--- config.mk ---
export PLATFORM = sky130hd
export DESIGN_NAME = tmc_trigger_ctrl
export DESIGN_NICKNAME = d
export VERILOG_FILES = /design/src/tmc_pkg.sv /design/src/tmc_trigger_ctrl.sv
export SDC_FILE = /design/constraint.sdc
export NUM_CORES = 1
export LEC_CHECK = 0
export BUFFER_PORTS_ARGS = -buffer_cell sky130_fd_sc_hd__buf_2
export CORE_MARGIN = 1.5
export CORE_UTILIZATION = 43
export DETAILED_ROUTE_END_ITERATION = 7
export GPL_ROUTABILITY_DRIVEN = 0
export PLACE_DENSITY = 0.72
export REMOVE_ABC_BUFFERS = 1
export SLEW_MARGIN = 20
export SYNTH_ARGS = -nofsm -noshare
export SYNTH_HDL_FRONTEND = slang
export SYNTH_SLANG_ARGS = --single-unit
--- constraint.sdc ---
create_clock -name clock -period 2.2 [get_ports clock]
set_clock_uncertainty 0.1 [all_clocks]
set_input_delay 0.44 -clock clock [delete_from_list [all_inputs] [get_ports clock]]
set_output_delay 0.44 -clock clock [all_outputs]
set_load 0.005 [all_outputs]
--- src/tmc_pkg.sv ---
// Package for the trigger and readout controller: sources, commands, error codes, carriers.
// Assumes a command decoder upstream that presents one decoded command per pulse.
`default_nettype none
package tmc_pkg;

  // Trigger source values
  typedef enum logic {
    TMC_SRC_IMM,
    TMC_SRC_BUS
  } tmc_src_t;

  // Decoded host commands
  typedef enum logic [3:0] {
    TMC_CMD_NONE,
    TMC_CMD_SRC_SET,
    TMC_CMD_SRC_QUERY,
    TMC_CMD_INIT,
    TMC_CMD_READ,
    TMC_CMD_FETCH,
    TMC_CMD_TRG,
    TMC_CMD_ABORT,
    TMC_CMD_RESET,
    TMC_CMD_CONFIG,
    TMC_CMD_MEASURE
  } tmc_cmd_t;

  // Error codes reported with an error pulse
  typedef enum logic [1:0] {
    TMC_ERR_NONE,
    TMC_ERR_TRG_REJECT,
    TMC_ERR_READ_BUS,
    TMC_ERR_CONFLICT
  } tmc_err_t;

  // Reading width and source-name string width
  localparam int TMC_DATA_W = 32;
  localparam int TMC_NAME_W = 24;
  localparam logic [TMC_NAME_W-1:0] TMC_NAME_IMM = 24'h494D4D;
  localparam logic [TMC_NAME_W-1:0] TMC_NAME_BUS = 24'h425553;
  localparam tmc_src_t TMC_SRC_RESET = TMC_SRC_IMM;

  // One host command with its argument
  typedef struct packed {
    tmc_cmd_t cmd;
    tmc_src_t src;
  } tmc_req_t;

  // One answer placed in the output buffer
  typedef struct packed {
    logic [TMC_DATA_W-1:0] data;
    logic raw;
  } tmc_resp_t;

endpackage
`default_nettype wire

--- src/tmc_trigger_ctrl.sv ---
// Trigger system and reading store for the measurement front end.
// Assumes one command pulse at a time and a converter with start/done handshake.
//
// Overview of operation
// - Trigger source holds immediate or bus, host writable and readable, resets to immediate.
// - Immediate source fires a trigger at once on entering wait-for-trigger.
// - Bus trigger command accepted only in wait-for-trigger, otherwise rejected.
// - No trigger from any source is taken before wait-for-trigger is reached.
// - INIT only arms; conversion starts only when a trigger arrives.
// - Configure or measure commands force the source to immediate.
// - Factory reset or preset sets the source to immediate.
// - Source conflicting with settings reverts to immediate and raises a conflict error.
// - ABORt stops any measurement, waiting or running, and returns to idle.
// - Reset or preset aborts measurement and restores factory parameters.
// - FETCh copies stored readings out without erasing; repeats return same data.
// - FETCh does not complete until the pending measurement finishes.
// - Stored readings cleared on reset, preset, power-up, configuration change and INIT.
// - READ arms, measures on trigger, sends reading to memory and output buffer.
// - With immediate source READ behaves as INIT followed by FETCh.
// - With bus source READ is rejected with an error.
// - FETCh returns displayed value; READ returns raw data while averaging enabled.
// - Source query returns a string naming the selected source.
`timescale 1ns/1ps
`default_nettype none
module tmc_trigger_ctrl
  import tmc_pkg::*;
(
  // Clock and reset
  input wire logic clock,
  input wire logic sys_rst,
  // Host command port
  input wire logic cmd_valid,
  input wire tmc_req_t cmd_req,
  // Settings status
  input wire logic src_conflict,
  input wire logic avg_enable,
  // Converter
  output logic conv_start,
  input wire logic conv_done,
  input wire logic [TMC_DATA_W-1:0] conv_display,
  input wire logic [TMC_DATA_W-1:0] conv_raw,
  // Output buffer
  output var tmc_resp_t resp_reg,
  output logic resp_valid,
  output logic [TMC_NAME_W-1:0] name_reg,
  output logic name_valid,
  // Error and status
  output logic err_valid,
  output var tmc_err_t err_code,
  output var tmc_src_t src_reg,
  output logic busy
);

  typedef enum logic [1:0] {
    TMC_ST_IDLE,
    TMC_ST_WAIT,
    TMC_ST_MEAS
  } tmc_state_t;

  tmc_state_t state_reg;
  tmc_state_t state_next;
  logic store_valid_reg;
  logic [TMC_DATA_W-1:0] store_disp_reg;
  logic [TMC_DATA_W-1:0] store_raw_reg;
  logic fetch_pend_reg;
  logic read_pend_reg;
  logic resp_valid_reg;
  logic name_valid_reg;
  logic err_valid_reg;
  tmc_err_t err_code_reg;

  // Decoded command strobes
  logic c_set, c_query, c_init, c_read, c_fetch, c_trg, c_abort, c_rst, c_cfg;
  assign c_set = cmd_valid && cmd_req.cmd == TMC_CMD_SRC_SET;
  assign c_query = cmd_valid && cmd_req.cmd == TMC_CMD_SRC_QUERY;
  assign c_init = cmd_valid && cmd_req.cmd == TMC_CMD_INIT;
  assign c_read = cmd_valid && cmd_req.cmd == TMC_CMD_READ;
  assign c_fetch = cmd_valid && cmd_req.cmd == TMC_CMD_FETCH;
  assign c_trg = cmd_valid && cmd_req.cmd == TMC_CMD_TRG;
  assign c_abort = cmd_valid && cmd_req.cmd == TMC_CMD_ABORT;
  assign c_rst = cmd_valid && cmd_req.cmd == TMC_CMD_RESET;
  assign c_cfg = cmd_valid &&
    (cmd_req.cmd == TMC_CMD_CONFIG || cmd_req.cmd == TMC_CMD_MEASURE);

  // Arming commands; READ under bus source is refused
  logic read_ok, arm, trig_fire, trg_reject;
  assign read_ok = c_read && src_reg == TMC_SRC_IMM;
  assign arm = (c_init || read_ok) && state_reg == TMC_ST_IDLE;
  // Trigger only counts in wait state: immediate is always present
  assign trig_fire = state_reg == TMC_ST_WAIT &&
    (src_reg == TMC_SRC_IMM || c_trg);
  assign trg_reject = c_trg && state_reg != TMC_ST_WAIT;

  // Trigger state machine
  always_comb begin
    state_next = state_reg;
    case (state_reg)
      TMC_ST_IDLE: begin
        if (arm) begin
          state_next = TMC_ST_WAIT;
        end
      end
      TMC_ST_WAIT: begin
        if (trig_fire) begin
          state_next = TMC_ST_MEAS;
        end
      end
      TMC_ST_MEAS: begin
        if (conv_done) begin
          state_next = TMC_ST_IDLE;
        end
      end
      default: state_next = TMC_ST_IDLE;
    endcase
    if (c_abort || c_rst || c_cfg) begin
      state_next = TMC_ST_IDLE;
    end
  end

  always_ff @(posedge clock) begin
    if (sys_rst) begin
      state_reg <= TMC_ST_IDLE;
    end else begin
      state_reg <= state_next;
    end
  end

  // Conversion starts on the trigger itself
  assign conv_start = trig_fire && !(c_abort || c_rst || c_cfg);

  // Trigger source setting
  always_ff @(posedge clock) begin
    if (sys_rst) begin
      src_reg <= TMC_SRC_RESET;
    end else if (c_rst) begin
      src_reg <= TMC_SRC_IMM;
    end else if (c_cfg) begin
      src_reg <= TMC_SRC_IMM;
    end else if (src_conflict && src_reg == TMC_SRC_BUS) begin
      src_reg <= TMC_SRC_IMM;
    end else if (c_set) begin
      src_reg <= cmd_req.src;
    end
  end

  // Reading memory: cleared on reset, configuration and each arm
  always_ff @(posedge clock) begin
    if (sys_rst || c_rst || c_cfg || arm) begin
      store_valid_reg <= 1'b0;
      store_disp_reg <= '0;
      store_raw_reg <= '0;
    end else if (state_reg == TMC_ST_MEAS && conv_done) begin
      store_valid_reg <= 1'b1;
      store_disp_reg <= conv_display;
      store_raw_reg <= conv_raw;
    end
  end

  // Pending FETCh and READ answers
  always_ff @(posedge clock) begin
    if (sys_rst || c_rst || c_abort || c_cfg) begin
      fetch_pend_reg <= 1'b0;
      read_pend_reg <= 1'b0;
    end else begin
      if (c_fetch) begin
        fetch_pend_reg <= 1'b1;
      end else if (resp_valid_reg && !read_pend_reg) begin
        fetch_pend_reg <= 1'b0;
      end
      if (arm && c_read) begin
        read_pend_reg <= 1'b1;
      end else if (resp_valid_reg) begin
        read_pend_reg <= 1'b0;
      end
    end
  end

  // Answer once no measurement is pending; memory is left intact
  logic ans_go;
  assign ans_go = (fetch_pend_reg || read_pend_reg) && !resp_valid_reg &&
    state_reg == TMC_ST_IDLE && store_valid_reg;
  always_ff @(posedge clock) begin
    if (sys_rst) begin
      resp_valid_reg <= 1'b0;
      resp_reg <= '0;
    end else begin
      resp_valid_reg <= ans_go;
      if (ans_go) begin
        // Raw data only for READ with averaging on
        resp_reg.raw <= read_pend_reg && avg_enable;
        resp_reg.data <= (read_pend_reg && avg_enable) ? store_raw_reg :
          store_disp_reg;
      end
    end
  end
  assign resp_valid = resp_valid_reg;

  // Source name answer
  always_ff @(posedge clock) begin
    if (sys_rst) begin
      name_valid_reg <= 1'b0;
      name_reg <= '0;
    end else begin
      name_valid_reg <= c_query;
      if (c_query) begin
        name_reg <= (src_reg == TMC_SRC_BUS) ? TMC_NAME_BUS : TMC_NAME_IMM;
      end
    end
  end
  assign name_valid = name_valid_reg;

  // Error reporting, one pulse per event
  always_ff @(posedge clock) begin
    if (sys_rst) begin
      err_valid_reg <= 1'b0;
      err_code_reg <= TMC_ERR_NONE;
    end else begin
      err_valid_reg <= 1'b0;
      if (src_conflict && src_reg == TMC_SRC_BUS) begin
        err_valid_reg <= 1'b1;
        err_code_reg <= TMC_ERR_CONFLICT;
      end else if (c_read && src_reg == TMC_SRC_BUS) begin
        err_valid_reg <= 1'b1;
        err_code_reg <= TMC_ERR_READ_BUS;
      end else if (trg_reject) begin
        err_valid_reg <= 1'b1;
        err_code_reg <= TMC_ERR_TRG_REJECT;
      end
    end
  end
  assign err_valid = err_valid_reg;
  assign err_code = err_code_reg;
  assign busy = state_reg != TMC_ST_IDLE;

  // Checks on the trigger path
  a_abort_idle: assert property (@(posedge clock) disable iff (sys_rst)
    (c_abort || c_rst) |=> state_reg == TMC_ST_IDLE)
    else $error("abort left trigger armed");
  a_abort_stops: assert property (@(posedge clock) disable iff (sys_rst)
    c_abort |-> !conv_start)
    else $error("start issued with abort");
  a_imm_fires: assert property (@(posedge clock) disable iff (sys_rst)
    (state_reg == TMC_ST_WAIT && src_reg == TMC_SRC_IMM && !c_abort && !c_rst && !c_cfg)
    |-> conv_start)
    else $error("immediate trigger not fired");
  a_no_early_trig: assert property (@(posedge clock) disable iff (sys_rst)
    conv_start |-> state_reg == TMC_ST_WAIT)
    else $error("trigger outside wait");
  a_bus_holds: assert property (@(posedge clock) disable iff (sys_rst)
    (state_reg == TMC_ST_WAIT && src_reg == TMC_SRC_BUS && !c_trg) |-> !conv_start)
    else $error("bus source started without trigger");
  a_trg_in_wait: assert property (@(posedge clock) disable iff (sys_rst)
    (c_trg && state_reg == TMC_ST_WAIT) |-> conv_start)
    else $error("trigger in wait not taken");
  a_trg_reject: assert property (@(posedge clock) disable iff (sys_rst)
    (c_trg && state_reg == TMC_ST_IDLE) |=> err_valid)
    else $error("stray trigger not refused");
  a_meas_done: assert property (@(posedge clock) disable iff (sys_rst)
    (state_reg == TMC_ST_MEAS && conv_done) |=> state_reg == TMC_ST_IDLE)
    else $error("measurement did not end");

  // Checks on the source setting
  a_cfg_imm: assert property (@(posedge clock) disable iff (sys_rst)
    c_cfg |=> src_reg == TMC_SRC_IMM)
    else $error("configure kept bus source");
  a_rst_imm: assert property (@(posedge clock) disable iff (sys_rst)
    c_rst |=> src_reg == TMC_SRC_IMM && !store_valid_reg)
    else $error("reset not applied");
  a_conflict: assert property (@(posedge clock) disable iff (sys_rst)
    (src_conflict && src_reg == TMC_SRC_BUS) |=> src_reg == TMC_SRC_IMM
    && err_code == TMC_ERR_CONFLICT)
    else $error("conflict not reverted");
  a_name_bus: assert property (@(posedge clock) disable iff (sys_rst)
    (c_query && src_reg == TMC_SRC_BUS) |=> name_valid && name_reg == TMC_NAME_BUS)
    else $error("source name wrong");

  // Checks on the reading store and answers
  a_read_bus_err: assert property (@(posedge clock) disable iff (sys_rst)
    (c_read && src_reg == TMC_SRC_BUS && state_reg == TMC_ST_IDLE && !src_conflict)
    |=> err_valid && err_code == TMC_ERR_READ_BUS && state_reg == TMC_ST_IDLE)
    else $error("bus read not refused");
  a_read_arms: assert property (@(posedge clock) disable iff (sys_rst)
    (c_read && src_reg == TMC_SRC_IMM && state_reg == TMC_ST_IDLE)
    |=> state_reg == TMC_ST_WAIT && read_pend_reg && !store_valid_reg)
    else $error("immediate read did not arm");
  a_fetch_wait: assert property (@(posedge clock) disable iff (sys_rst)
    resp_valid |-> $past(state_reg) == TMC_ST_IDLE)
    else $error("fetch during measurement");
  a_fetch_disp: assert property (@(posedge clock) disable iff (sys_rst)
    (ans_go && !read_pend_reg) |=> resp_valid && !resp_reg.raw)
    else $error("fetch answered raw data");
  a_store_keeps: assert property (@(posedge clock) disable iff (sys_rst)
    (!cmd_valid && state_reg != TMC_ST_MEAS) |=> $stable(store_valid_reg)
    && $stable(store_disp_reg))
    else $error("readings changed without cause");
  a_capture: assert property (@(posedge clock) disable iff (sys_rst)
    (state_reg == TMC_ST_MEAS && conv_done && !cmd_valid) |=> store_valid_reg
    && store_disp_reg == $past(conv_display))
    else $error("reading not stored");
  a_init_clear: assert property (@(posedge clock) disable iff (sys_rst)
    arm |=> !store_valid_reg)
    else $error("arm kept old readings");

endmodule
`default_nettype wire

## Word-level counts from Yosys, hierarchy flattened

Cells that the tools add are included.

| cells by class | value |
|---|---|
| equality and inequality tests | 16 |
| reductions and logical operators | 45 |
| bitwise logic cells | 1 |
| muxes and demuxes | 16 |

Operators with widths:

| kind | count |
|---|---|
| 32-bit 2-to-1 mux | 1 |
| 1-bit logical AND | 23 |
| 20-bit 2-to-1 mux | 1 |
| 4-bit by 3-bit equality test with 1-bit output (second input constant) | 4 |
| 4-bit equality test (second input constant) | 3 |
| 2-bit 2-to-1 mux | 6 |
| 1-bit logical OR | 11 |
| 4-bit by 2-bit equality test with 1-bit output (second input constant) | 2 |
| 1-bit 2-to-1 mux | 7 |
| 2-bit inequality test (second input constant) | 3 |
| 2-bit one-hot mux with 3 select lines | 1 |
| 2-bit nonzero test | 3 |
| 4-bit by 1-bit equality test with 1-bit output (second input constant) | 1 |
| 4-bit OR reduction | 1 |
| 1-bit logical NOT | 3 |
| 3-bit AND reduction | 1 |
| 3-bit nonzero test | 1 |
| 2-bit by 1-bit equality test with 1-bit output (second input constant) | 1 |
| 2-bit equality test (second input constant) | 1 |
| 2-bit logical NOT | 1 |
| 2-bit by 1-bit inequality test with 1-bit output (second input constant) | 1 |
| 2-bit OR reduction | 1 |
| 1-bit NOT | 1 |

| storage, ports and cells | value |
|---|---|
| logic and storage cells | 92 |
| register bits after elaboration | 132 |
| output and inout bits | 65 |
| bits of input ports | 75 |

## Logic depth before layout (Yosys ltp)

| logic depth | value |
|---|---|
| word-level depth | 7 |
| gate-level depth with buffers | 6 |
| gate-level depth less buffers | 3 |

## Worst setup path before layout

Ideal clock, no wire load.

| path | value |
|---|---|
| path kind | input port to flip-flop |
| from | input cmd_req[2] in the netlist's numbering |
| to | register store_raw_reg[12] |
| arrival | 1.752 ns |
| stages | 6 |
| required time | 1.968 ns |
| setup time | 0.132 ns |
| path buffers | 3 |
| path slack | 0.216 ns |
| cells stage by stage | buf_2 -> or4b_4 -> a211oi_2 -> buf_2 -> buf_2 -> nor3_1 |

| on the way | value |
|---|---|
| longest elaborated chain between the ends | 6 |
| elaborated cells between the ends (all ways) | 16 |
| classes of those cells | eq/ne (5); reduce/logical (11) |

RTL lines:

| what | RTL line | text |
|---|---|---|
| start, declared | tmc_trigger_ctrl.sv:33 | `input wire tmc_req_t cmd_req,` |
| 4-bit by 3-bit equality test with 1-bit output | tmc_trigger_ctrl.sv:77 | `assign c_read = cmd_valid && cmd_req.cmd == TMC_CMD_READ;` |
| 1-bit logical AND | tmc_trigger_ctrl.sv:77 |  |
| 1-bit logical AND | tmc_trigger_ctrl.sv:87 | `assign read_ok = c_read && src_reg == TMC_SRC_IMM;` |
| 1-bit logical OR | tmc_trigger_ctrl.sv:88 | `assign arm = (c_init \|\| read_ok) && state_reg == TMC_ST_IDLE;` |
| 1-bit logical AND | tmc_trigger_ctrl.sv:88 |  |
| 1-bit logical OR (*) | tmc_trigger_ctrl.sv:148 | `if (sys_rst \|\| c_rst \|\| c_cfg \|\| arm) begin` |
| end signal, assigned | tmc_trigger_ctrl.sv:155 | `store_raw_reg <= conv_raw;` |
| end, declared | tmc_trigger_ctrl.sv:64 | `logic [TMC_DATA_W-1:0] store_raw_reg;` |

Every way passes the cells marked *; elsewhere a longest branch is shown, timed or not.
A chain may end at the register's enable or synchronous reset.

## Worst setup path in the final report

| path | value |
|---|---|
| from | input cmd_req[2] in the netlist's numbering |
| to | output conv_start |

| on the way | value |
|---|---|
| longest elaborated chain between the ends | 6 |
| elaborated cells between the ends (all ways) | 16 |
| classes of those cells | eq/ne (5); reduce/logical (11) |

RTL lines:

| what | RTL line | text |
|---|---|---|
| 4-bit by 3-bit equality test with 1-bit output (tied with other cells) | tmc_trigger_ctrl.sv:80 | `assign c_abort = cmd_valid && cmd_req.cmd == TMC_CMD_ABORT;` |
| 1-bit logical AND (tied with other cells) | tmc_trigger_ctrl.sv:80 |  |
| 1-bit logical OR or 1-bit logical AND (tied branches) | tmc_trigger_ctrl.sv:129, tmc_trigger_ctrl.sv:82 |  |
| 1-bit logical OR | tmc_trigger_ctrl.sv:129 | `assign conv_start = trig_fire && !(c_abort \|\| c_rst \|\| c_cfg);` |
| 1-bit logical NOT | tmc_trigger_ctrl.sv:129 |  |
| 1-bit logical AND (*) | tmc_trigger_ctrl.sv:129 |  |
| end, declared | tmc_trigger_ctrl.sv:38 | `output logic conv_start,` |

Marks and branches as above.

==> results.json <==
{
  "wirelength_um": 12400,
  "cp_slowest_stage_delay_ns": 0.47,
  "via_per_inst": 5.58,
  "synth_seq_area_share_pct": 46.5,
  "ys_warn_count": 0,
  "clk_latency_ns": 0.36,
  "p_comb_share_pct": 7.2,
  "cts.sinks": 111,
  "rsz0062_at_grt": "no",
  "timing.fmax_ghz": 0.497,
  "fillers": 1032,
  "cts_htree_levels": 3,
  "final_common_cell": "buf_2",
  "worst-r2r-cell-count": 4,
  "fin_util_pct": 51.7,
  "syn_area_um2": 4780,
  "relSlewSlack_pct": 66.3,
  "hold_violations": 0,
  "power.share.clock_pct": 32.2,
  "cts_tree": "yes",
  "layout_common_cells": "buf_2 (130), dfxtp_1 (110), nor3_1 (68)",
  "root_buffer": "clkbuf_8",
  "floorplan.initialDensity_pct": 44.1,
  "pwr-share-seq_pct": 60.7,
  "status": "completed",
  "dieArea_um2": 11800,
  "finalMaxSlewViolations": 0,
  "rrSetupSlack_ns": 0.27,
  "worst_pin_slew_ns": 0.491,
  "clk_path_buf_depth": 2,
  "io_buffers": 130,
  "dp_hpwl_um": 8220,
  "grt_first_pass_wirelength_um": 19600,
  "internal_power_mw": 2.52,
  "rows": 38,
  "avgRoutedWirePerCell_um": 16.5,
  "grt_max_degree": 66,
  "largest_reg_flops": 33,
  "syn_inst": 515,
  "dieHeight_um": 108,
  "setup_viol": 0,
  "fp.coreArea_um2": 10800,
  "powerDensity_nw_per_um2": 595,
  "synthArstFlopShare_pct": 0,
  "drive_above_1_share_pct": 28.5,
  "syn_area_per_cell_um2": 9.28,
  "nets": 681,
  "cp-start-kind": "input port",
  "path_class": "in2out",
  "dp_cells": 735,
  "grt_usage_pct": 21.2,
  "p_sw_mw": 0.818,
  "multi_input_area_um2": 2200,
  "grt_pass1_vias": 3927,
  "r2r_end": "store_disp_reg[21]$_SDFFE_PP0P_",
  "post-cts-setup-buffer-count": 0,
  "ys_ff_latch": 111,
  "synth_edf_count": 0,
  "vdd_ir_drop_max_mv": 0.375,
  "drtIter0Drc": 250,
  "endpoint_kind": "output port",
  "crit_start": "cmd_req[2]",
  "path_clk_slew_ns": 0.10,
  "cts_resized": 0,
  "overflow": 0,
  "p_leak_nw": 2.56,
  "power_switching_share_pct": 24.5,
  "critPathCapture": "conv_start",
  "arrival_ns": 1.47,
  "boundaryPins": 140,
  "syn2layout_area_growth_pct": 17.3,
  "vias": 4187,
  "hold_class": "in2reg",
  "maxCapViolCount": 0,
  "timing.rr.start": "src_reg$_SDFFE_PP0P_",
  "path_cells": "buf_2, nand2_1, mux2i_1, a211oi_1, buf_2",
  "antenna_found_initial": 0,
  "yosys_most_used_dff": "dfxtp_1",
  "die_x_um": 108,
  "cp_slowest_cell": "mux2i_1",
  "first_pass_iters": 5,
  "instances_no_fill": 751,
  "crit_required_ns": 1.66,
  "post-route-min-period_ns": 2.01,
  "postCtsHoldBufs": 0,
  "cts_inserted_buffers": 9,
  "route.detailed.drc": 0,
  "diodes": 0,
  "crit_top_cell": "buf_2",
  "period_share_pct": 91.5,
  "path_max_fanout": 10,
  "antenna_left": 0,
  "yosysUniqueCellTypes": 41,
  "seqCellArea_um2": 2220
}
-- layout make-up --
cell class / count / share of cell area, %
flip-flops and latches: 111 / 39.7
inverters: 5 / 0.335
multi-input cells: 333 / 39.3
clock buffers: 10 / 2.28
clock inverters: 6 / 0.669
repair buffers: 146 / 14.6
well taps: 140 / 3.12
-- through the flow --
step           worst slack, ns  setup TNS (ns)  hold WS [ns]  cell area, um2  total power [mW]
2_1_floorplan            -1.38          -99.52         0.353            4420              2.16
3_3_place_gp             0.129               0         0.360            5440              2.31
3_5_place_dp            0.0910               0         0.372            5440              2.31
4_1_cts                  0.194               0         0.234            5610              3.37
5_1_grt                 0.0897               0         0.247            5610              3.46
6_report                 0.187               0         0.254            5610              3.34
-- worst max-delay path, delay by kind of cell --
kind | cells | cell delay [ns]
muxes | 1 | 0.47
buffers and inverters | 2 | 0.31
AOI/OAI and AO/OA | 1 | 0.14
and+or+nand+nor | 1 | 0.12
-- worst min path at each step --
stage	startpoint	cells after the start	to	slack, ns
finish	conv_raw[25]	3	store_raw_reg[25]$_SDFFE_PP0P_	0.25
global route	conv_display[24]	3	store_disp_reg[24]$_SDFFE_PP0P_	0.25
CTS	conv_display[31]	3	store_disp_reg[31]$_SDFFE_PP0P_	0.23
detailed placement	store_disp_reg[2]$_SDFFE_PP0P_	2	resp_reg[3]$_SDFFE_PP0P_	0.37
global placement	err_code[0]$_SDFFE_PP0P_	2	err_code[0]$_SDFFE_PP0P_	0.36
floorplan	store_disp_reg[9]$_SDFFE_PP0P_	2	resp_reg[10]$_SDFFE_PP0P_	0.35
-- cell usage after synthesis (3+ instances only) --
cell,number,area share (%)
a21oi_1,40,4.2
a311oi_1,32,5.9
buf_2,21,2.2
buf_4,21,3.3
clkbuf_1,30,2.4
dfxtp_1,111,46
inv_1,5,0.39
mux2i_1,65,14
nand2_1,38,3.0
nand2b_1,5,0.65
nand3_1,36,3.8
nand3b_1,3,0.47
nor2_1,3,0.24
nor3_1,68,7.1
o21ai_0,5,0.52
or2_2,3,0.39
-- cells by family after synthesis --
kind of cell | Yosys count | synth area share (%)
other | 1 | 0.0785
DFF | 111 | 46.5
AOI/OAI and AO/OA | 92 | 13.5
muxes | 65 | 13.6
buffers and inverters | 79 | 8.56
and+or+nand+nor | 167 | 17.8
-- per-layer routing --
| layer | track usage (%) | up-vias | routed length, um |
|---|---|---|---|
| met5 | 0 | - | 0 |
| met4 | 5.83 | 0 | 118 |
| met3 | 3.19 | 12 | 825 |
| met2 | 36.8 | 156 | 5990 |
| met1 | 27.3 | 1992 | 5460 |
| li1 | - | 2027 | - |
-- power by group through the flow --
stage               clock, mW  sequential (mW)  combinational [mW]
floorplan                   0             2.07              0.0852
global placement            0             2.07               0.234
detailed placement          0             2.07               0.237
CTS                      1.10             2.03               0.238
global route             1.18             2.03               0.261
finish                   1.07             2.03               0.239
No activity file was read; power rests on OpenSTA's default activity.
